<file path="src/inc/desq_pkg.sv">
// Purpose: shared constants and types for the director execution sequencer
// Assumes: directors numbered bit 00 at the msb, bit 31 at the lsb
// Notes: software view is a small apb register set
package desq_pkg;
   // apb register byte offsets
   localparam logic [7:0] DESQ_OFF_DIR = 8'h00;
   localparam logic [7:0] DESQ_OFF_CTRL = 8'h04;
   localparam logic [7:0] DESQ_OFF_STAT = 8'h08;
   localparam logic [7:0] DESQ_OFF_FLAGS = 8'h0c;
   localparam logic [7:0] DESQ_OFF_RESULT = 8'h10;
   // control register bit positions
   localparam int DESQ_CTRL_START = 0;
   localparam int DESQ_CTRL_RESTART = 1;
   localparam int DESQ_CTRL_INHIBIT = 2;
   localparam int DESQ_CTRL_RD_BUSY = 3;
   // function code that re-enables execution after terminate
   localparam logic [15:0] DESQ_RESTART_CODE = 16'h0022;
   localparam logic [3:0] DESQ_RESTART_CHAN = 4'h8;
   // director opcode field in bits 00-07 (msb end); values arbitrary
   localparam logic [7:0] DESQ_OP_BRANCH = 8'h01;
   localparam logic [7:0] DESQ_OP_TERM = 8'h02;
   localparam logic [7:0] DESQ_OP_SUB = 8'h03;
   localparam logic [7:0] DESQ_OP_ADD = 8'h04;
   // read timing chain step at which terminate acts (read time 300)
   localparam logic [1:0] DESQ_RT300 = 2'd3;
   // alu chain phases
   localparam logic [3:0] DESQ_PH5 = 4'd5;
   localparam logic [3:0] DESQ_PH6 = 4'd6;
   localparam logic [3:0] DESQ_PH7 = 4'd7;
   localparam logic [3:0] DESQ_PH8 = 4'd8;
   // branch chain states
   typedef enum logic [2:0] {
      DESQ_BR_IDLE = 3'b000,
      DESQ_BR_A = 3'b001,
      DESQ_BR_B = 3'b010,
      DESQ_BR_DEC = 3'b011,
      DESQ_BR_LOAD = 3'b100,
      DESQ_BR_FIN = 3'b101,
      DESQ_BR_CLRC = 3'b110
   } desq_br_t;
endpackage

</file>
<file path="src/hw/desq_top.sv">
// Purpose: executes branch, terminate, add and subtract directors
// Assumes: one pclk; internal clock pulses arrive as a one-cycle enable
// Notes: register file is internal, sixteen 16-bit entries
`timescale 1ns/1ps
module desq_top
   import desq_pkg::*;
(
   input wire logic pclk,
   input wire logic presetn,
   input wire logic psel,
   input wire logic penable,
   input wire logic pwrite,
   input wire logic [7:0] paddr,
   input wire logic [31:0] pwdata,
   output logic [31:0] prdata,
   output logic pready,
   output logic pslverr,
   input wire logic internal_clock_tick,
   input wire logic director_request_pending,
   input wire logic director_write_timing_a,
   input wire logic director_write_timing_b,
   input wire logic read_in_progress,
   input wire logic [6:0] cond_flags,
   input wire logic chan_func_valid,
   input wire logic [3:0] chan_number,
   input wire logic [15:0] chan_func_code,
   output logic write_chain_disable,
   output logic branch_addr_to_mux,
   output logic branch_load,
   output logic load_director_address,
   output logic branch_flush,
   output logic erase_head_on,
   output logic branch_finish,
   output logic director_done,
   output logic branch_decode_enable,
   output logic director_run_enable,
   output logic [15:0] director_address_r
);
   // field extraction, bit 00 is the msb
   function automatic logic [7:0] op_of(input logic [31:0] d);
      op_of = d[31:24];
   endfunction

   logic [31:0] dir_r; // director word written by software
   logic go_r; // one-shot start pulse from control write
   logic [3:0] file_addr_r; // register file address counter
   logic [15:0] catch_r; // support catch register, operand b
   logic [15:0] alu_catch_r; // alu catching register
   logic [15:0] rfile [16]; // register file entries
   logic [15:0] branch_hold_r; // held branch address
   logic add_r, sub_r; // operation flags
   logic [3:0] alu_ph_r; // alu chain phase, 0 idle
   logic done_clr_r; // companion of director_done
   logic cbr_r; // branch active flag
   logic catch15_r, erase_en_r; // bit 15 and erase captures
   logic cond_r; // condition made, latched at decode
   desq_br_t br_r;
   logic [1:0] rt_r; // read timing step for terminate
   logic end_gate_r, ready_r; // end gate, support-director-ready
   logic sw_inhibit_r, sw_rd_busy_r; // software overrides of inhibits
   logic apb_wr, apb_rd, inh, rd_busy, tick;
   logic [15:0] file_bus;
   logic [16:0] alu_out;

   assign apb_wr = psel & penable & pwrite;
   assign apb_rd = psel & penable & ~pwrite;
   assign pready = 1'b1; // zero wait state slave
   assign tick = internal_clock_tick;
   assign inh = director_request_pending | director_write_timing_a |
                director_write_timing_b | sw_inhibit_r;
   assign rd_busy = read_in_progress | sw_rd_busy_r;
   // file idles in read mode: addressed entry is operand a
   assign file_bus = (alu_ph_r == DESQ_PH6 || alu_ph_r == DESQ_PH7) ?
                     alu_catch_r : rfile[file_addr_r];
   // add: a + b; subtract: a + ~b + carry in
   assign alu_out = sub_r ? ({1'b0, file_bus} + {1'b0, ~catch_r} + 17'd1)
                          : ({1'b0, file_bus} + {1'b0, catch_r});

   // apb read mux and error on unmapped address
   always_comb begin
      prdata = 32'h0000_0000;
      pslverr = 1'b0;
      case (paddr)
         DESQ_OFF_DIR: prdata = dir_r;
         DESQ_OFF_CTRL: prdata = {28'h000_0000, sw_rd_busy_r, sw_inhibit_r,
                                  2'b00};
         DESQ_OFF_STAT: prdata = {16'h0000, director_address_r};
         DESQ_OFF_FLAGS: prdata = {24'h00_0000, br_r, alu_ph_r,
                                   director_run_enable};
         DESQ_OFF_RESULT: prdata = {16'h0000, alu_catch_r};
         default: pslverr = apb_wr | apb_rd;
      endcase
   end

   // register writes; start is a one-cycle pulse
   always_ff @(posedge pclk or negedge presetn) begin
      if (!presetn) begin
         dir_r <= 32'h0000_0000;
         go_r <= 1'b0;
         sw_inhibit_r <= 1'b0;
         sw_rd_busy_r <= 1'b0;
      end else begin
         go_r <= 1'b0;
         if (apb_wr && paddr == DESQ_OFF_DIR) begin
            dir_r <= pwdata;
         end
         if (apb_wr && paddr == DESQ_OFF_CTRL) begin
            go_r <= pwdata[DESQ_CTRL_START];
            sw_inhibit_r <= pwdata[DESQ_CTRL_INHIBIT];
            sw_rd_busy_r <= pwdata[DESQ_CTRL_RD_BUSY];
         end
      end
   end

   // terminate and restart of director execution
   always_ff @(posedge pclk or negedge presetn) begin
      if (!presetn) begin
         director_run_enable <= 1'b1;
         end_gate_r <= 1'b0;
         ready_r <= 1'b1;
         rt_r <= 2'd0;
      end else begin
         if (go_r && director_run_enable &&
             op_of(dir_r) == DESQ_OP_TERM) begin
            ready_r <= 1'b0;
            end_gate_r <= 1'b1;
            rt_r <= 2'd0;
         end else if (end_gate_r && tick) begin
            // count read time steps up to time 300
            if (rt_r == DESQ_RT300) begin
               director_run_enable <= 1'b0;
               end_gate_r <= 1'b0;
            end else begin
               rt_r <= rt_r + 2'd1;
            end
         end
         // only the restart code on channel 8 reopens
         if (chan_func_valid && chan_number == DESQ_RESTART_CHAN &&
             chan_func_code == DESQ_RESTART_CODE) begin
            director_run_enable <= 1'b1;
            ready_r <= 1'b1;
         end
      end
   end

   // decode of add and subtract: load counter, catch, flags
   always_ff @(posedge pclk or negedge presetn) begin
      if (!presetn) begin
         file_addr_r <= 4'h0;
         catch_r <= 16'h0000;
         add_r <= 1'b0;
         sub_r <= 1'b0;
      end else if (go_r && director_run_enable && alu_ph_r == 4'd0 &&
                   (op_of(dir_r) == DESQ_OP_ADD ||
                    op_of(dir_r) == DESQ_OP_SUB)) begin
         file_addr_r <= dir_r[3:0]; // bits 28-31
         catch_r <= dir_r[23:8]; // bits 08-23
         sub_r <= op_of(dir_r) == DESQ_OP_SUB;
         add_r <= op_of(dir_r) == DESQ_OP_ADD;
      end else if (tick && alu_ph_r == DESQ_PH6) begin
         add_r <= 1'b0;
         sub_r <= 1'b0;
      end
   end

   // alu timing chain, eight phases on ticks
   always_ff @(posedge pclk or negedge presetn) begin
      if (!presetn) begin
         alu_ph_r <= 4'd0;
      end else if (tick) begin
         if (alu_ph_r == 4'd0) begin
            if (add_r || sub_r) begin
               alu_ph_r <= 4'd1;
            end
         end else if (alu_ph_r == DESQ_PH8) begin
            alu_ph_r <= 4'd0; // last stage cleared
         end else begin
            alu_ph_r <= alu_ph_r + 4'd1;
         end
      end
   end

   // result capture and register file write
   always_ff @(posedge pclk or negedge presetn) begin
      if (!presetn) begin
         alu_catch_r <= 16'h0000;
         for (int i = 0; i < 16; i++) begin
            rfile[i] <= 16'h0000;
         end
      end else if (tick) begin
         if (alu_ph_r == DESQ_PH5) begin
            alu_catch_r <= alu_out[15:0];
         end
         if (alu_ph_r == DESQ_PH7) begin
            // both byte enables and memory enable
            rfile[file_addr_r] <= file_bus;
         end
      end
   end

   // director done from either chain, companion clears itself
   always_ff @(posedge pclk or negedge presetn) begin
      if (!presetn) begin
         director_done <= 1'b0;
         done_clr_r <= 1'b0;
      end else begin
         if (tick && alu_ph_r == DESQ_PH7) begin
            director_done <= 1'b1;
            done_clr_r <= 1'b1;
         end else if (tick && alu_ph_r == DESQ_PH8) begin
            director_done <= 1'b0;
         end else if (tick && !inh && br_r == DESQ_BR_FIN) begin
            // an inhibited tick holds the finish step, so no early done
            director_done <= 1'b1;
            done_clr_r <= 1'b1;
         end else if (tick && br_r == DESQ_BR_CLRC) begin
            director_done <= 1'b0;
         end else if (done_clr_r && !director_done) begin
            done_clr_r <= 1'b0;
         end
      end
   end

   // branch chain: stage A, B, decision, load, finish, clear C
   always_ff @(posedge pclk or negedge presetn) begin
      if (!presetn) begin
         br_r <= DESQ_BR_IDLE;
         cbr_r <= 1'b0;
         catch15_r <= 1'b0;
         erase_en_r <= 1'b0;
         cond_r <= 1'b0;
         branch_hold_r <= 16'h0000;
      end else if (br_r == DESQ_BR_IDLE) begin
         if (go_r && director_run_enable &&
             op_of(dir_r) == DESQ_OP_BRANCH) begin
            cbr_r <= 1'b1;
            catch15_r <= dir_r[16]; // bit 15
            erase_en_r <= dir_r[16] & rd_busy;
            branch_hold_r <= dir_r[15:0]; // bits 16-31
            cond_r <= |(dir_r[23:17] & cond_flags);
            br_r <= DESQ_BR_A;
         end
      end else if (tick && !(inh && br_r != DESQ_BR_CLRC)) begin
         // inhibit holds any stage but clear C; else one step a tick
         case (br_r)
            DESQ_BR_A: begin
               // bit 15 waits out the read
               if (!(catch15_r && rd_busy)) br_r <= DESQ_BR_B;
            end
            DESQ_BR_B: br_r <= DESQ_BR_DEC;
            DESQ_BR_DEC: br_r <= DESQ_BR_LOAD;
            DESQ_BR_LOAD: br_r <= DESQ_BR_FIN;
            DESQ_BR_FIN: begin
               cbr_r <= 1'b0;
               br_r <= DESQ_BR_CLRC;
            end
            DESQ_BR_CLRC: br_r <= DESQ_BR_IDLE;
            default: br_r <= DESQ_BR_IDLE;
         endcase
      end
   end

   // branch outputs: decision levels and one-cycle strobes
   always_ff @(posedge pclk or negedge presetn) begin
      if (!presetn) begin
         write_chain_disable <= 1'b0;
         branch_addr_to_mux <= 1'b0;
         branch_load <= 1'b0;
         load_director_address <= 1'b0;
         branch_flush <= 1'b0;
         erase_head_on <= 1'b0;
         branch_finish <= 1'b0;
         branch_decode_enable <= 1'b0;
         director_address_r <= 16'h0000;
      end else begin
         branch_load <= 1'b0;
         load_director_address <= 1'b0;
         branch_flush <= 1'b0;
         branch_finish <= 1'b0;
         if (go_r) begin
            branch_decode_enable <= 1'b0;
            erase_head_on <= 1'b0;
         end
         if (tick && !inh && cbr_r) begin
            if (br_r == DESQ_BR_DEC && cond_r) begin
               write_chain_disable <= 1'b1;
               branch_addr_to_mux <= 1'b1;
            end
            if (br_r == DESQ_BR_LOAD) begin
               if (cond_r) begin
                  branch_load <= 1'b1;
                  load_director_address <= 1'b1;
                  branch_flush <= 1'b1;
                  director_address_r <= branch_hold_r;
               end else if (erase_en_r) begin
                  erase_head_on <= 1'b1;
               end
            end
            if (br_r == DESQ_BR_FIN) begin
               branch_finish <= 1'b1;
               write_chain_disable <= 1'b0;
               branch_addr_to_mux <= 1'b0;
               branch_decode_enable <= cond_r;
            end
         end
      end
   end

   // the alu chain runs exactly eight ticks once begun
   alu_len_a: assert property (@(posedge pclk) disable iff (!presetn)
      tick && alu_ph_r == DESQ_PH8 |=> alu_ph_r == 4'd0)
      else $error("alu chain did not end after phase eight");
   capture_a: assert property (@(posedge pclk) disable iff (!presetn)
      tick && alu_ph_r == DESQ_PH5 |=> alu_catch_r == $past(alu_out[15:0]))
      else $error("alu result not captured at phase five");
   flag_clr_a: assert property (@(posedge pclk) disable iff (!presetn)
      tick && alu_ph_r == DESQ_PH6 |=> !add_r && !sub_r)
      else $error("operation flag not cleared at phase six");
   done_set_a: assert property (@(posedge pclk) disable iff (!presetn)
      tick && alu_ph_r == DESQ_PH7 |=> director_done && done_clr_r)
      else $error("done not raised at phase seven");
   hold_a: assert property (@(posedge pclk) disable iff (!presetn)
      inh && br_r != DESQ_BR_IDLE && br_r != DESQ_BR_CLRC |=> $stable(br_r))
      else $error("branch chain moved while inhibited");
   rd_hold_a: assert property (@(posedge pclk) disable iff (!presetn)
      br_r == DESQ_BR_A && catch15_r && rd_busy |=> br_r == DESQ_BR_A)
      else $error("stage a left during read in progress");
   load_a: assert property (@(posedge pclk) disable iff (!presetn)
      branch_load |-> director_address_r == branch_hold_r && branch_flush)
      else $error("branch load without address and flush");
   erase_a: assert property (@(posedge pclk) disable iff (!presetn)
      $rose(erase_head_on) |-> !cond_r && erase_en_r)
      else $error("erase head on with condition met");
   finish_a: assert property (@(posedge pclk) disable iff (!presetn)
      branch_finish |-> director_done && !cbr_r)
      else $error("finish without done or with branch active");
   term_a: assert property (@(posedge pclk) disable iff (!presetn)
      $fell(director_run_enable) |-> $past(end_gate_r) && !ready_r)
      else $error("execution stopped without end gate");
endmodule

</file>
<file path="config.mk">
export PLATFORM = sky130hd
export DESIGN_NAME = desq_top
export DESIGN_NICKNAME = d
export VERILOG_FILES = /design/src/inc/desq_pkg.sv /design/src/hw/desq_top.sv
export SDC_FILE = /design/constraint.sdc
export NUM_CORES = 1
export LEC_CHECK = 0
export BUFFER_PORTS_ARGS = -buffer_cell sky130_fd_sc_hd__buf_2
export CAP_MARGIN = 20
export CORE_AREA = 2 2 266 163
export DETAILED_ROUTE_END_ITERATION = 12
export DIE_AREA = 0 0 268 165
export SLEW_MARGIN = 10
export SYNTH_ARGS = -nofsm -noshare
export SYNTH_HDL_FRONTEND = slang
export SYNTH_SLANG_ARGS = --single-unit
</file>
<file path="constraint.sdc">
create_clock -name pclk -period 4.3 [get_ports pclk]
set_input_delay 0 -clock pclk [delete_from_list [all_inputs] [get_ports pclk]]
set_output_delay 0 -clock pclk [all_outputs]
set_load 0.01 [all_outputs]
</file>
* After elaboration in Yosys (flattened, before gate mapping) *
Cells that the tools add are included.

operators by class
  add/sub/neg operators = 5
  magnitude comparators = 2
  equality and inequality tests = 27
  muxes and demuxes = 53
  bitwise gates (word level) = 13
  reduce and logical (&&, ||, !) cells = 52

operator list
  kind                   count
  $bwmux 256             1
  $pmux 32 s5            1
  $mux 16                5
  $bmux 16 s4            1
  $demux 16 s4           1
  $mux 1                 33
  $add 16x16->16         2
  $logic_and 1x1->1      22
  $add 16x1->16 const B  1
  $eq 16x6->1 const B    1
  $eq 8x2->1 const B     2
  $eq 8x3->1 const B     2
  $eq 8x4->1 const B     2
  $not 16->16            1
  $reduce_bool 2->1      8
  $pmux 3 s5             1
  $reduce_and 2->1       7
  $eq 4x3->1 const B     3
  $mux 3                 4
  $mux 4                 3
  $reduce_and 3->1       4
  $eq 3x3->1 const B     3
  $eq 4x4->1 const B     2
  $eq 8x1->1 const B     1
  25 further kinds       41

word-level totals
  flip-flop bits (word level) = 382
  input port bits = 78
  output and inout port bits = 60
  logic and storage cells = 194

* Depth between registers and ports, before layout *
Gate-level depths: netlist (run 1).

  depth after elaboration = 9
  mapped depth = 16
  mapped depth without buffers = 15

* Worst setup path before layout (run 1) *
No wires, ideal clock.

  path type = reg2reg
  from = register file_addr_r[0]
  to = register alu_catch_r[11]
  setup time = 128 ps
  arrival time = 3845 ps
  slack = 327 ps
  cell stages (with the launch flop) = 17
  buffers on the path = 4
  cell sequence = dfrtp_1 -> buf_6 -> buf_6 -> mux4_2 -> mux4_2 -> mux2i_4 -> buf_4 -> inv_1 -> ha_1 -> clkbuf_1 -> and2_1 -> o21ai_0 -> a211oi_1 -> o21ai_0 -> and4_1 -> a311oi_1 -> nand2_1

between the ends
  word-level cells in the longest chain between the ends = 8
  elaborated cells between the ends (all ways) = 9
  those cells by class = 3 x add/sub; 5 x mux; 1 x bitwise

RTL lines
  element                                       RTL line         RTL
  from (decl)                                   desq_top.sv:46   logic [3:0] file_addr_r;
  from (signal assigned)                        desq_top.sv:156  file_addr_r <= dir_r[3:0];
  $not 4->5 (not written as such) *             desq_top.sv:74   alu_catch_r : rfile[file_addr_r];
  $bmux 16 s4 *                                 desq_top.sv:74
  $mux 16 (not written as such) * (2 in a row)  desq_top.sv:74
  $mux 16 *                                     desq_top.sv:73   assign file_bus = (alu_ph_r == DESQ_PH6 || alu_ph_r == DESQ_PH7) ?
  net file_bus[5]                               desq_top.sv:62   logic [15:0] file_bus;
  $add 16x16->16                                desq_top.sv:76   assign alu_out = sub_r ? ({1'b0, file_bus} + {1'b0, ~catch_r} + 17'd1)
  $add 16x1->16                                 desq_top.sv:76
  $mux 16 *                                     desq_top.sv:76
  to (signal assigned)                          desq_top.sv:192  alu_catch_r <= alu_out[15:0];
  to (decl)                                     desq_top.sv:48   logic [15:0] alu_catch_r;

Mark *: on every way through the listed nets, which the timed path passes. The rest lies on a longest branch. The select of a mux whose other input is x is not followed.
A chain may end at the register's enable or synchronous reset.

* Final worst setup path (run 1) *
Same ends and word-level chain as after synthesis.

==> results of run 1 <==
## layout make-up
cell class	instances	share of cell area, %
Clock inverter	15	0.702
Timing Repair Buffer	249	8.07
Tap cell	570	3.28
Clock buffer	51	4.92
Inverter	61	1.05
Multi-Input combinational cell	1123	38.0
Sequential cell	382	44.0
## registers in the layout, indices dropped and copies added, names as in the netlist, 2 cells and up
| register | flops |
|---|---|
| alu_catch_r | 16 |
| alu_ph_r | 4 |
| br_r | 3 |
| branch_hold_r | 16 |
| catch_r | 16 |
| dir_r | 32 |
| director_address_r | 16 |
| file_addr_r | 4 |
| rfile | 256 |
| rt_r | 2 |
## stage by stage
stage               hold WS (ns)  cell area [um^2]  util (%)  setup slack (ns)  cells
floorplan                 -0.296             18600         -             0.327   1687
global placement         -0.0894             20000      48.2             0.213   2336
detailed placement       -0.0917             20000      48.2             0.202   2337
CTS                       0.0434             21700      52.3             0.172   2451
global route              0.0588             21800      52.3           -0.0726   2451
finish                    0.0487             21800      52.3             0.196   2451
## worst max-delay path, cell delays in order, from the launching register on
cell	delay [ns]
sky130_fd_sc_hd__dfrtp_4	0.44
sky130_fd_sc_hd__buf_12	0.21
sky130_fd_sc_hd__mux4_2	0.53
sky130_fd_sc_hd__mux4_2	0.49
sky130_fd_sc_hd__mux2i_2	0.26
sky130_fd_sc_hd__inv_1	0.15
sky130_fd_sc_hd__ha_1	0.31
sky130_fd_sc_hd__nor2b_1	0.15
sky130_fd_sc_hd__o31ai_1	0.41
sky130_fd_sc_hd__a211oi_1	0.14
sky130_fd_sc_hd__buf_4	0.18
sky130_fd_sc_hd__o21ai_0	0.20
sky130_fd_sc_hd__buf_4	0.15
sky130_fd_sc_hd__nor3_1	0.03
sky130_fd_sc_hd__a311oi_1	0.21
sky130_fd_sc_hd__nand2_1	0.08
## per-layer routing
layer,track usage (%),vias up
li1,-,6298
met1,38.0,6850
met2,32.4,462
met3,5.34,69
met4,4.47,0
met5,0,-
## logic make-up (layout without fill, tap and decap cells)
family                   after synthesis  count (layout)  synth area share, %
buffers and inverters                182             376                 4.37
other                                  1               1               0.0202
multiplexers                         191             191                 17.3
flip-flops                           382             382                 51.5
adder cells (fa/ha/maj)               41              41                 2.84
AO/OA/AOI/OAI                        408             408                 12.3
AND/OR/NAND/NOR                      464             464                 10.8
XOR/XNOR                              18              18                0.849
## worst paths after layout
path / startpoint / end / depth (start not counted)
min in group pclk: pwdata[25] / dir_r[25]$_DFFE_PN0P_ / 3
min reg2reg: rfile[213]$_DFFE_PN0P_ / rfile[213]$_DFFE_PN0P_ / 2
max reg2reg: file_addr_r[0]$_DFFE_PN0P_ / alu_catch_r[11]$_DFFE_PN0P_ / 15
max: file_addr_r[0]$_DFFE_PN0P_ / alu_catch_r[11]$_DFFE_PN0P_ / 15
max in group asynchronous: presetn / file_addr_r[2]$_DFFE_PN0P_ / 3
min: presetn / rfile[54]$_DFFE_PN0P_ / 3
## placed cells by master (no fill, tap or decap), drive strengths merged, types with 4 or more instances in the layout
| cell | Yosys | routed |
|---|---|---|
| nand2b | 10 | 10 |
| o21bai | 4 | 4 |
| clkinv | 0 | 9 |
| a31oi | 7 | 7 |
| o31ai | 5 | 5 |
| and3 | 6 | 6 |
| nand3b | 4 | 4 |
| nor3 | 17 | 17 |
| clkbuf | 82 | 51 |
| a222oi | 15 | 15 |
| a21o | 6 | 6 |
| nand3 | 14 | 14 |
| o211ai | 5 | 5 |
| mux4 | 81 | 81 |
| xnor2 | 13 | 13 |
| nor4 | 5 | 5 |
| nand2 | 160 | 160 |
| o21ai | 144 | 144 |
| dfrtp | 381 | 381 |
| inv | 61 | 63 |
| mux2 | 89 | 89 |
| and2 | 21 | 21 |
| xor2 | 5 | 5 |
| nor2 | 200 | 200 |
| nand4 | 4 | 4 |
| dlygate4sd3 | 0 | 47 |
| nor4b | 7 | 7 |
| ha | 39 | 39 |
| a21oi | 195 | 195 |
| mux2i | 21 | 21 |
| nor2b | 8 | 8 |
| buf | 39 | 202 |
## power groups by stage
stage	Clock (mW)	Sequential (mW)	Combinational, mW
final	3.32	3.68	0.238
after global routing	3.57	3.69	0.273
after CTS	3.39	3.68	0.241
after detailed placement	0	3.75	0.210
after global placement	0	3.75	0.206
after floorplan	0	3.71	0.0944
## timing repair
action | in CTS | in global routing
hold buffers | 48 | 0
setup endpoints to repair | 0 | 3
gates resized for setup | 0 | 4
endpoints found under the hold margin | 356 | 0
==> impl_metrics.sql, run 1 <==
INSERT INTO impl_metrics (metric_group, metric, value, unit) VALUES
('worst_setup_path', 'crit_path_start_kind', 'flop', ''),
('sta', 'tightestPinTransition', '0.991', 'ns'),
('power', 'p_int', '5.60', 'mW'),
('sta', 'post-route-period-util', '95.4', '%'),
('logic_synthesis', 'top_cells_by_instance_count_after_synthesis', '381 x sky130_fd_sc_hd__dfrtp_1, 200 x sky130_fd_sc_hd__nor2_1, 195 x sky130_fd_sc_hd__a21oi_1, 160 x sky130_fd_sc_hd__nand2_1, 144 x sky130_fd_sc_hd__o21ai_0', ''),
('power', 'power_frac_comb', '3.3', '%'),
('drt', 'via_per_instance_ratio', '5.58', ''),
('worst_setup_path', 'worst-r2r-setup-slack', '0.20', 'ns'),
('floorplan', 'die_width', '268', 'um'),
('drt', 'detailedRoute.firstIterationViolations', '1404', ''),
('power', 'net_sw_power', '1.65', 'mW'),
('sta', 'number_of_failing_setup_endpoints_in_the_final_timing_report', '0', ''),
('clock_network', 'tritoncts', 'built', ''),
('grt', 'grt_first_pass_wirelength', '79200', 'um'),
('logic_synthesis', 'synth.cell_area', '0.0186', 'mm^2'),
('worst_setup_path', 'data_required_time_at_the_worst_endpoint', '4.72', 'ns'),
('sta', 'fmax', '244', 'MHz'),
('logic_synthesis', 'synth.yosys.seq_area_share', '51.5', '%'),
('sta', 'finalWorstPathRequiredPeriod', '4.10', 'ns'),
('power', 'pwr-share-seq', '50.9', '%'),
('finish', 'post_route_cells_drive_above_1_share', '25.4', '%'),
('place', 'place_congestion', '0.907', ''),
('floorplan', 'floorplan.core_area', '0.0416', 'mm^2'),
('grt', 'global_route_usage_over_all_layers', '23.7', '%'),
('grt', 'grt_antenna_before_repair', '0', ''),
('logic_synthesis', 'synth_warnings', '0', ''),
('place', 'dp_hpwl', '35100', 'um'),
('drt', 'route.detailed.drc', '0', ''),
('logic_synthesis', 'ys_dominant_reg_cell', 'sky130_fd_sc_hd__dfrtp_1', ''),
('clock_network', 'post_cts_buffers', '0', ''),
('power', 'switching_share', '22.8', '%'),
('drt', 'routed_wire_length_per_instance', '20.9', 'um'),
('clock_network', 'clkSinkCount', '382', ''),
('clock_network', 'cts_root_buffer', 'sky130_fd_sc_hd__clkbuf_16', ''),
('logic_synthesis', 'postSynthAreaPerCell', '11.0', 'um^2'),
('worst_setup_path', 'worst_ep_arrival_time', '4.52', 'ns'),
('worst_setup_path', 'worst-path-max-fanout', '21', ''),
('drt', 'drtAntennaViolNets', '0', ''),
('sta', 'totalNegativeSetupSlack', '0', 'ns'),
('clock_network', 'htree_num_levels', '2', ''),
('logic_synthesis', 'synth_most_common_cell', 'sky130_fd_sc_hd__dfrtp_1', ''),
('logic_synthesis', 'asyncSetResetFlopFracSynth', '100', '%'),
('place', 'port_buffers', '136', ''),
('finish', 'register_cell_area_after_layout', '0.00957', 'mm^2'),
('sta', 'grt_setup_unrepaired', 'yes', ''),
('clock_network', 'worstSkewPairLatency', '0.56', 'ns'),
('logic_synthesis', 'synth_edf_count', '0', ''),
('finish', 'n_fill_cell', '3627', ''),
('finish', 'nets', '1974', ''),
('power', 'total_leakage_power', '10.3', 'nW'),
('power', 'share_clk_of_total_power', '45.9', '%'),
('grt', 'grt_overflow', '0', ''),
('drt', 'wl', '51300', 'um'),
('clock_network', 'cts.reportedPaths.clkPinSlew', '0.06', 'ns'),
('power', 'ir_worst_vdd', '266', 'uV'),
('drt', 'topRoutingLayerUsed', 'met4', ''),
('floorplan', 'design.die.area', '0.0442', 'mm^2'),
('drt', 'wirelength_met1', '25000', 'um'),
('worst_setup_path', 'crit_type', 'reg2reg', ''),
('floorplan', 'die_h', '165', 'um'),
('drt', 'first_pass_iters', '8', ''),
('status', 'outcome', 'finished, final reports clean', ''),
('min_path', 'worst_hold_path_type', 'in2async', ''),
('grt', 'via_count_of_the_first_global_routing_pass', '13200', ''),
('sta', 'slew_violations', '0', ''),
('sta', 'finalHoldViolations', '0', ''),
('grt', 'grt_start_max_net_pins', '144', ''),
('logic_synthesis', 'synth_cell_type_count', '63', ''),
('drt', 'via_count', '13700', ''),
('logic_synthesis', 'synthesis.instances', '1687', ''),
('worst_setup_path', 'setup.worst_path.end_class', 'flop', '');
No activity file was read; power rests on OpenSTA's default activity.
==> run 2: changes to the inputs <==
Settings changed: BUFFER_PORTS_ARGS -buffer_cell sky130_fd_sc_hd__buf_2 to default, DONT_BUFFER_PORTS from default to 1.
==> run 2 against run 1 <==
The flow now finishes with violations (negative hold slack). Largest cell class unchanged. Global-route usage fell by 0.44 points. Non-clock buffer count fell by 116. Power fell by 3.7%. Clock skew rose by 0.0041 ns. Critical endpoint is now alu_catch_r[13]$_DFFE_PN0P_. Critical path type unchanged. Clock power fell by 4%. Worst hold slack got worse by 0.87 ns.
==> impl_metrics.sql, run 2 (synthesis gave the netlist of run 1 again) <==
INSERT INTO impl_metrics (metric_group, metric, value, unit) VALUES
('status', 'outcome', 'finished with violations', ''),
('status', 'failing_checks', 'negative hold slack', ''),
('sta', 'fmax', '240', 'MHz'),
('worst_setup_path', 'data_required_time_at_the_worst_endpoint', '4.69', 'ns'),
('worst_setup_path', 'setup.worst_path.end_class', 'flop', ''),
('clock_network', 'clock_path_buffers', '3', ''),
('grt', 'grt_start_max_net_pins', '383', ''),
('finish', 'nets', '1857', ''),
('clock_network', 'cts_made_buffers', '37', ''),
('power', 'net_sw_power', '1.54', 'mW'),
('drt', 'via_per_instance_ratio', '5.69', ''),
('place', 'post-place-ws', '0.0398', 'ns'),
('clock_network', 'clkSinkCount', '382', ''),
('floorplan', 'placementRows', '58', ''),
('sta', 'setup_ws', '0.138', 'ns'),
('power', 'ir_worst_vdd', '259', 'uV'),
('drt', 'first_pass_iters', '8', ''),
('min_path', 'worst_hold_path_type', 'in2async', ''),
('worst_setup_path', 'worst_ep_arrival_time', '4.56', 'ns'),
('floorplan', 'start_util', '44.6', '%'),
('sta', 'fin_worst_skew', '0.0282', 'ns'),
('sta', 'totalNegativeSetupSlack', '0', 'ns'),
('place', 'dp_hpwl', '34000', 'um'),
('grt', 'grt_overflow', '0', ''),
('place', 'place_congestion', '0.928', ''),
('floorplan', 'die_width', '268', 'um'),
('drt', 'detailedRoute.firstIterationViolations', '1467', ''),
('power', 'p_int', '5.44', 'mW'),
('drt', 'via_count', '13300', ''),
('power', 'share_clk_of_total_power', '45.5', '%'),
('place', 'port_buffers', '0', ''),
('finish', 'largest_register', 'rfile', ''),
('grt', 'via_count_of_the_first_global_routing_pass', '12700', ''),
('floorplan', 'design.die.area', '0.0442', 'mm^2'),
('drt', 'drtAntennaViolNets', '0', ''),
('sta', 'final.hold.worst_slack', '-0.823', 'ns'),
('clock_network', 'cts.reportedPaths.clkPinSlew', '0.06', 'ns'),
('floorplan', 'design.portCount', '138', ''),
('drt', 'wl', '50600', 'um'),
('sta', 'number_of_failing_setup_endpoints_in_the_final_timing_report', '0', ''),
('power', 'total_leakage_power', '9.68', 'nW'),
('sta', 'finalHoldViolations', '382', ''),
('clock_network', 'hold_buffers', '50', ''),
('sta', 'finalWorstPathRequiredPeriod', '4.16', 'ns'),
('grt', 'grt_antenna_before_repair', '0', ''),
('clock_network', 'worstSkewPairLatency', '0.55', 'ns'),
('sta', 'post-route-period-util', '96.8', '%'),
('finish', 'num_antenna_cells', '0', ''),
('finish', 'layout_top_registers', 'rfile x256, dir_r x32', ''),
('sta', 'grt_setup_unrepaired', 'no', ''),
('finish', 'layout_common_cells', '378 x sky130_fd_sc_hd__dfrtp_1, 194 x sky130_fd_sc_hd__a21oi_1, 191 x sky130_fd_sc_hd__nor2_1', ''),
('floorplan', 'floorplan.core_area', '0.0416', 'mm^2'),
('clock_network', 'htree_num_levels', '2', ''),
('grt', 'grt_first_pass_wirelength', '77900', 'um'),
('worst_setup_path', 'worstReg2RegStart', 'file_addr_r[0]$_DFFE_PN0P_', ''),
('finish', 'area.growth.synth_to_final', '14.2', '%'),
('worst_setup_path', 'critPathLaunch', 'file_addr_r[0]$_DFFE_PN0P_', ''),
('sta', 'tightestPinTransition', '1.17', 'ns'),
('drt', 'route.detailed.drc', '0', ''),
('finish', 'final_common_cell', 'sky130_fd_sc_hd__dfrtp_1', ''),
('power', 'pwr-share-seq', '52.8', '%'),
('worst_setup_path', 'crit_type', 'reg2reg', ''),
('clock_network', 'cts_root_buffer', 'sky130_fd_sc_hd__clkbuf_16', ''),
('power', 'power.total', '6.98', 'mW'),
('power', 'power.density_cell_area', '329', 'mW/mm^2'),
('sta', 'slew_headroom', '22.0', '%'),
('run', 'max_cap_check_violation_count', '0', ''),
('grt', 'global_route_usage_over_all_layers', '23.2', '%'),
('power', 'switching_share', '22.1', '%'),
('clock_network', 'tritoncts', 'built', ''),
('finish', 'largest_register_ffs', '256', ''),
('floorplan', 'die_h', '165', 'um'),
('finish', 'post_route_cells_drive_above_1_share', '20.3', '%'),
('worst_setup_path', 'worst-path-max-fanout', '19', ''),
('drt', 'routed_wire_length_per_instance', '21.7', 'um'),
('worst_setup_path', 'crit_path_start_kind', 'flop', ''),
('power', 'power_frac_comb', '1.6', '%'),
('sta', 'slew_violations', '0', '');
-- run 2: cell types whose count changed in the layout (fill, tap and decap cells not counted), moves of 3 or more --
| cell | previous run | this run |
|---|---|---|
| sky130_fd_sc_hd__ha_1 | 39 | 35 |
| sky130_fd_sc_hd__clkbuf_1 | 6 | 14 |
| sky130_fd_sc_hd__dlygate4sd3_1 | 47 | 50 |
| sky130_fd_sc_hd__clkinv_2 | 7 | 3 |
| sky130_fd_sc_hd__buf_2 | 135 | 0 |
| sky130_fd_sc_hd__buf_4 | 58 | 75 |
-- run 2: final timing paths --
check | end | slack, ns | cells after the start
min reg2reg | rfile[132]$_DFFE_PN0P_ | 0.48 | 2
max | alu_catch_r[13]$_DFFE_PN0P_ | 0.14 | 14
min in group pclk | pslverr | 0.12 | 2
max in group asynchronous | rfile[47]$_DFFE_PN0P_ | 4.20 | 0
max reg2reg | alu_catch_r[13]$_DFFE_PN0P_ | 0.14 | 14
min | file_addr_r[1]$_DFFE_PN0P_ | -0.82 | 0
-- run 2: area by class of cell --
| type | instances | area [um^2] |
|---|---|---|
| tap | 570 | 713 |
| sequential | 382 | 9570 |
| fill | 3703 | 20400 |
| inverter | 61 | 229 |
| timing repair buffer | 133 | 1220 |
| multi-input combinational | 1123 | 8330 |
| clock buffer | 56 | 1050 |
| clock inverter | 8 | 93.8 |
-- run 2: power groups by stage --
stage | clock network, mW | logic [mW] | registers, mW
floorplan | 0 | 0.0944 | 3.71
global placement | 0 | 0.0745 | 3.75
detailed placement | 0 | 0.0780 | 3.75
CTS | 3.24 | 0.112 | 3.68
global route | 3.40 | 0.129 | 3.69
finish | 3.18 | 0.114 | 3.69
-- run 2: what timing repair did --
action,CTS,global route
endpoints found under the setup margin,1,6
resized for setup,1,16
pin swaps,0,1
buffers inserted,0,8
endpoints found under the hold margin,436,382
-- run 2: layer usage --
layer	part of all wire (%)	up-vias	wire, um	track usage [%]
li1	-	6053	-	-
met1	49	6702	25100	37.6
met2	42	458	21000	31.7
met3	7.7	58	3920	5.13
met4	1.2	0	630	3.89
met5	0	-	0	0
-- run 2: worst max-delay path, cell delays in order, from the launching register on --
cell and delay, ns:
sky130_fd_sc_hd__dfrtp_4 0.45, sky130_fd_sc_hd__buf_12 0.20, sky130_fd_sc_hd__mux4_2 0.55, sky130_fd_sc_hd__mux4_2 0.54, sky130_fd_sc_hd__mux2i_4 0.17, sky130_fd_sc_hd__inv_1 0.13, sky130_fd_sc_hd__ha_1 0.44, sky130_fd_sc_hd__nor2b_1 0.09
sky130_fd_sc_hd__a2111oi_0 0.39, sky130_fd_sc_hd__buf_4 0.18, sky130_fd_sc_hd__a2111o_1 0.28, sky130_fd_sc_hd__nand4_1 0.15, sky130_fd_sc_hd__a32oi_1 0.24, sky130_fd_sc_hd__xnor2_1 0.15, sky130_fd_sc_hd__o21ai_0 0.08
-- run 2: stage by stage --
| step | util, % | hold WS [ns] | instance area (um^2) | cells |
|---|---|---|---|---|
| floorplan | - | -0.296 | 18600 | 1687 |
| global placement | 46.7 | -0.266 | 19400 | 2210 |
| detailed placement | 46.7 | -0.261 | 19400 | 2210 |
| CTS | 50.7 | -0.832 | 21100 | 2324 |
| global route | 51.0 | -0.845 | 21200 | 2333 |
| finish | 51.0 | -0.823 | 21200 | 2333 |
==> run 3: changes to the inputs <==
Settings changed: CORE_AREA 2 2 266 163 to 10 10 274 171, DIE_AREA 0 0 268 165 to 0 0 284 181, TNS_END_PERCENT from default to 50.
==> run 3 against run 2 <==
Cell count up 0.77%. Die area up 16%. The run still ends with negative hold slack left. Fmax down 0.52%. Flip-flop and latch count unchanged. Critical path depth up 1. Largest cell class unchanged. Count of clock-buffer cells in the layout down 2. Highest routed layer is now met5. Final area up 1.3%. Utilization up 0.66 points. Wire length up 1.2%. Clock skew up 0.0011 ns. Sequential share of layout area down 0.58 points. Power up 4.3%.
==> impl_metrics.sql, run 3 (synthesis gave the netlist of run 1 again) <==
INSERT INTO impl_metrics (metric_group, metric, value, unit) VALUES
('worst_setup_path', 'worst_ep_arrival_time', '4.57', 'ns'),
('floorplan', 'die_width', '284', 'um'),
('status', 'failing_checks', 'negative hold slack', ''),
('finish', 'num_antenna_cells', '0', ''),
('sta', 'fmax', '239', 'MHz'),
('finish', 'largest_register', 'rfile', ''),
('floorplan', 'die_h', '181', 'um'),
('drt', 'via_per_instance_ratio', '5.64', ''),
('sta', 'finalHoldViolations', '382', ''),
('run', 'max_cap_check_violation_count', '0', ''),
('grt', 'grt_overflow', '0', ''),
('sta', 'slew_headroom', '33.5', '%'),
('drt', 'route.detailed.drc', '0', ''),
('grt', 'grt_start_max_net_pins', '383', ''),
('sta', 'grt_setup_unrepaired', 'yes', ''),
('floorplan', 'placementRows', '58', ''),
('power', 'p_int', '5.68', 'mW'),
('clock_network', 'clock_path_buffers', '3', ''),
('power', 'share_clk_of_total_power', '47.6', '%'),
('power', 'net_sw_power', '1.60', 'mW'),
('sta', 'tightestPinTransition', '0.995', 'ns'),
('sta', 'fin_worst_skew', '0.0293', 'ns'),
('clock_network', 'htree_num_levels', '2', ''),
('place', 'port_buffers', '0', ''),
('power', 'power_frac_comb', '1.9', '%'),
('power', 'pwr-share-seq', '50.5', '%'),
('finish', 'layout_common_cells', '379 x sky130_fd_sc_hd__dfrtp_1, 193 x sky130_fd_sc_hd__a21oi_1, 191 x sky130_fd_sc_hd__nor2_1', ''),
('sta', 'number_of_failing_setup_endpoints_in_the_final_timing_report', '0', ''),
('power', 'ir_worst_vdd', '395', 'uV'),
('finish', 'post_route_cells_drive_above_1_share', '21.7', '%'),
('worst_setup_path', 'critPathTopFamily', 'multiplexers', ''),
('worst_setup_path', 'timing.critical_path.slowest_stage_cell', 'sky130_fd_sc_hd__dfrtp_4', ''),
('finish', 'n_fill_cell', '3641', ''),
('floorplan', 'design.die.area', '0.0514', 'mm^2'),
('worst_setup_path', 'worst-path-max-fanout', '29', ''),
('sta', 'post-route-period-util', '97.3', '%'),
('worst_setup_path', 'slowest_delay', '0.58', 'ns'),
('grt', 'global_route_usage_over_all_layers', '19.8', '%'),
('power', 'power.density_cell_area', '339', 'mW/mm^2'),
('drt', 'wl', '51200', 'um'),
('clock_network', 'cts_root_buffer', 'sky130_fd_sc_hd__clkbuf_16', ''),
('finish', 'area.growth.synth_to_final', '15.7', '%'),
('worst_setup_path', 'critical_path_buf_inv_count', '4', ''),
('drt', 'drtAntennaViolNets', '0', ''),
('finish', 'largest_register_ffs', '256', ''),
('drt', 'routed_wire_length_per_instance', '21.8', 'um'),
('finish', 'post-route-util', '51.7', '%'),
('finish', 'final_common_cell', 'sky130_fd_sc_hd__dfrtp_1', ''),
('sta', 'final.hold.worst_slack', '-0.829', 'ns'),
('power', 'switching_share', '21.9', '%'),
('sta', 'finalWorstPathRequiredPeriod', '4.18', 'ns'),
('drt', 'first_pass_iters', '7', ''),
('grt', 'grt_first_pass_wirelength', '80700', 'um'),
('worst_setup_path', 'setup.worst_path.end_class', 'flop', ''),
('floorplan', 'start_util', '44.6', '%'),
('power', 'total_leakage_power', '9.83', 'nW'),
('worst_setup_path', 'crit_type', 'reg2reg', ''),
('clock_network', 'cts.reportedPaths.clkPinSlew', '0.07', 'ns'),
('clock_network', 'tritoncts', 'built', ''),
('worst_setup_path', 'crit_path_start_kind', 'flop', ''),
('clock_network', 'cts_made_buffers', '38', ''),
('clock_network', 'worstSkewPairLatency', '0.56', 'ns'),
('finish', 'nets', '1872', ''),
('drt', 'detailedRoute.firstIterationViolations', '1311', ''),
('floorplan', 'design.portCount', '138', ''),
('finish', 'register_cell_area_after_layout', '0.00957', 'mm^2'),
('grt', 'via_count_of_the_first_global_routing_pass', '13300', ''),
('place', 'dp_hpwl', '34900', 'um'),
('place', 'place_congestion', '0.943', ''),
('worst_setup_path', 'data_required_time_at_the_worst_endpoint', '4.68', 'ns'),
('finish', 'layout_top_registers', 'rfile x256, dir_r x32', ''),
('finish', 'multi_input_area', '0.00832', 'mm^2'),
('drt', 'via_count', '13300', ''),
('status', 'outcome', 'finished with violations', ''),
('sta', 'slew_violations', '0', ''),
('grt', 'grt_antenna_before_repair', '1', ''),
('floorplan', 'floorplan.core_area', '0.0416', 'mm^2'),
('min_path', 'worst_hold_path_type', 'in2async', ''),
('worst_setup_path', 'critical_path.cell_chain', 'buf_12, buf_12, mux4_2, mux4_2, mux2i_4, inv_1, ha_1, and2_1, o21ai_0, a211oi_2, buf_4, nor4b_1, o22ai_1, xnor2_1, o21ai_0', ''),
('power', 'power.total', '7.28', 'mW'),
('clock_network', 'hold_buffers', '46', ''),
('clock_network', 'clkSinkCount', '382', '');
[run 3: cell count changes in the layout (fill, tap and decap cells not counted), moves of 3 or more]
cell                            previous run  this run
sky130_fd_sc_hd__buf_4                    75        90
sky130_fd_sc_hd__dlygate4sd3_1            50        46
sky130_fd_sc_hd__clkbuf_1                 14         6
sky130_fd_sc_hd__clkbuf_8                  5        10
sky130_fd_sc_hd__clkinv_2                  3         6
[run 3: layout make-up]
class / count / share of cell area [%]
flip-flops and latches: 382 / 44.5
multi-input cells: 1123 / 38.7
clock inverters: 14 / 0.804
repair buffers: 147 / 6.35
inverters: 61 / 1.07
well taps: 570 / 3.32
clock buffers: 54 / 5.17
[run 3: path summary, 6_finish.rpt]
check	from	to	slack, ns	cells past startpoint
min	presetn	rfile[227]$_DFFE_PN0P_	-0.83	0
min in group pclk	internal_clock_tick	director_done$_DFFE_PN0P_	0.05	3
max reg2reg	file_addr_r[1]$_DFFE_PN0P_	alu_catch_r[15]$_DFFE_PN0P_	0.12	15
max in group asynchronous	presetn	rfile[217]$_DFFE_PN0P_	4.45	0
min reg2reg	rfile[215]$_DFFE_PN0P_	rfile[215]$_DFFE_PN0P_	0.48	2
max	file_addr_r[1]$_DFFE_PN0P_	alu_catch_r[15]$_DFFE_PN0P_	0.12	15
[run 3: what timing repair did]
action	in CTS	in global routing
setup buffers	0	5
gates resized for setup	5	13
hold endpoints to repair	435	382
gates cloned	0	0
endpoints found under the setup margin	5	10
pin swaps	0	3
[run 3: power groups by stage]
| stage | combinational [mW] | sequential, mW | clock (mW) |
|---|---|---|---|
| after floorplan | 0.0944 | 3.71 | 0 |
| after global placement | 0.0949 | 3.74 | 0 |
| after detailed placement | 0.0993 | 3.74 | 0 |
| after CTS | 0.135 | 3.67 | 3.53 |
| after global routing | 0.153 | 3.68 | 3.71 |
| final | 0.138 | 3.68 | 3.47 |
[run 3: through the flow]
| step | cells | setup slack (ns) | cell area [um^2] | setup TNS (ns) |
|---|---|---|---|---|
| after floorplan | 1687 | 0.327 | 18600 | 0 |
| after global placement | 2231 | -0.0920 | 19600 | -0.101 |
| after detailed placement | 2231 | -0.100 | 19600 | -0.109 |
| after CTS | 2345 | 0.00891 | 21400 | 0 |
| after global routing | 2351 | -0.0307 | 21500 | -0.0351 |
| final | 2351 | 0.116 | 21500 | 0 |
[run 3: per-layer routing]
metal  up-vias  global-route usage, %  wire length [um]
met2       398                   28.8             22300
li1       6093                      -                 -
met1      6700                   29.9             24300
met4         2                   4.18               843
met5         -                      0                13
met3        75                   4.11              3780
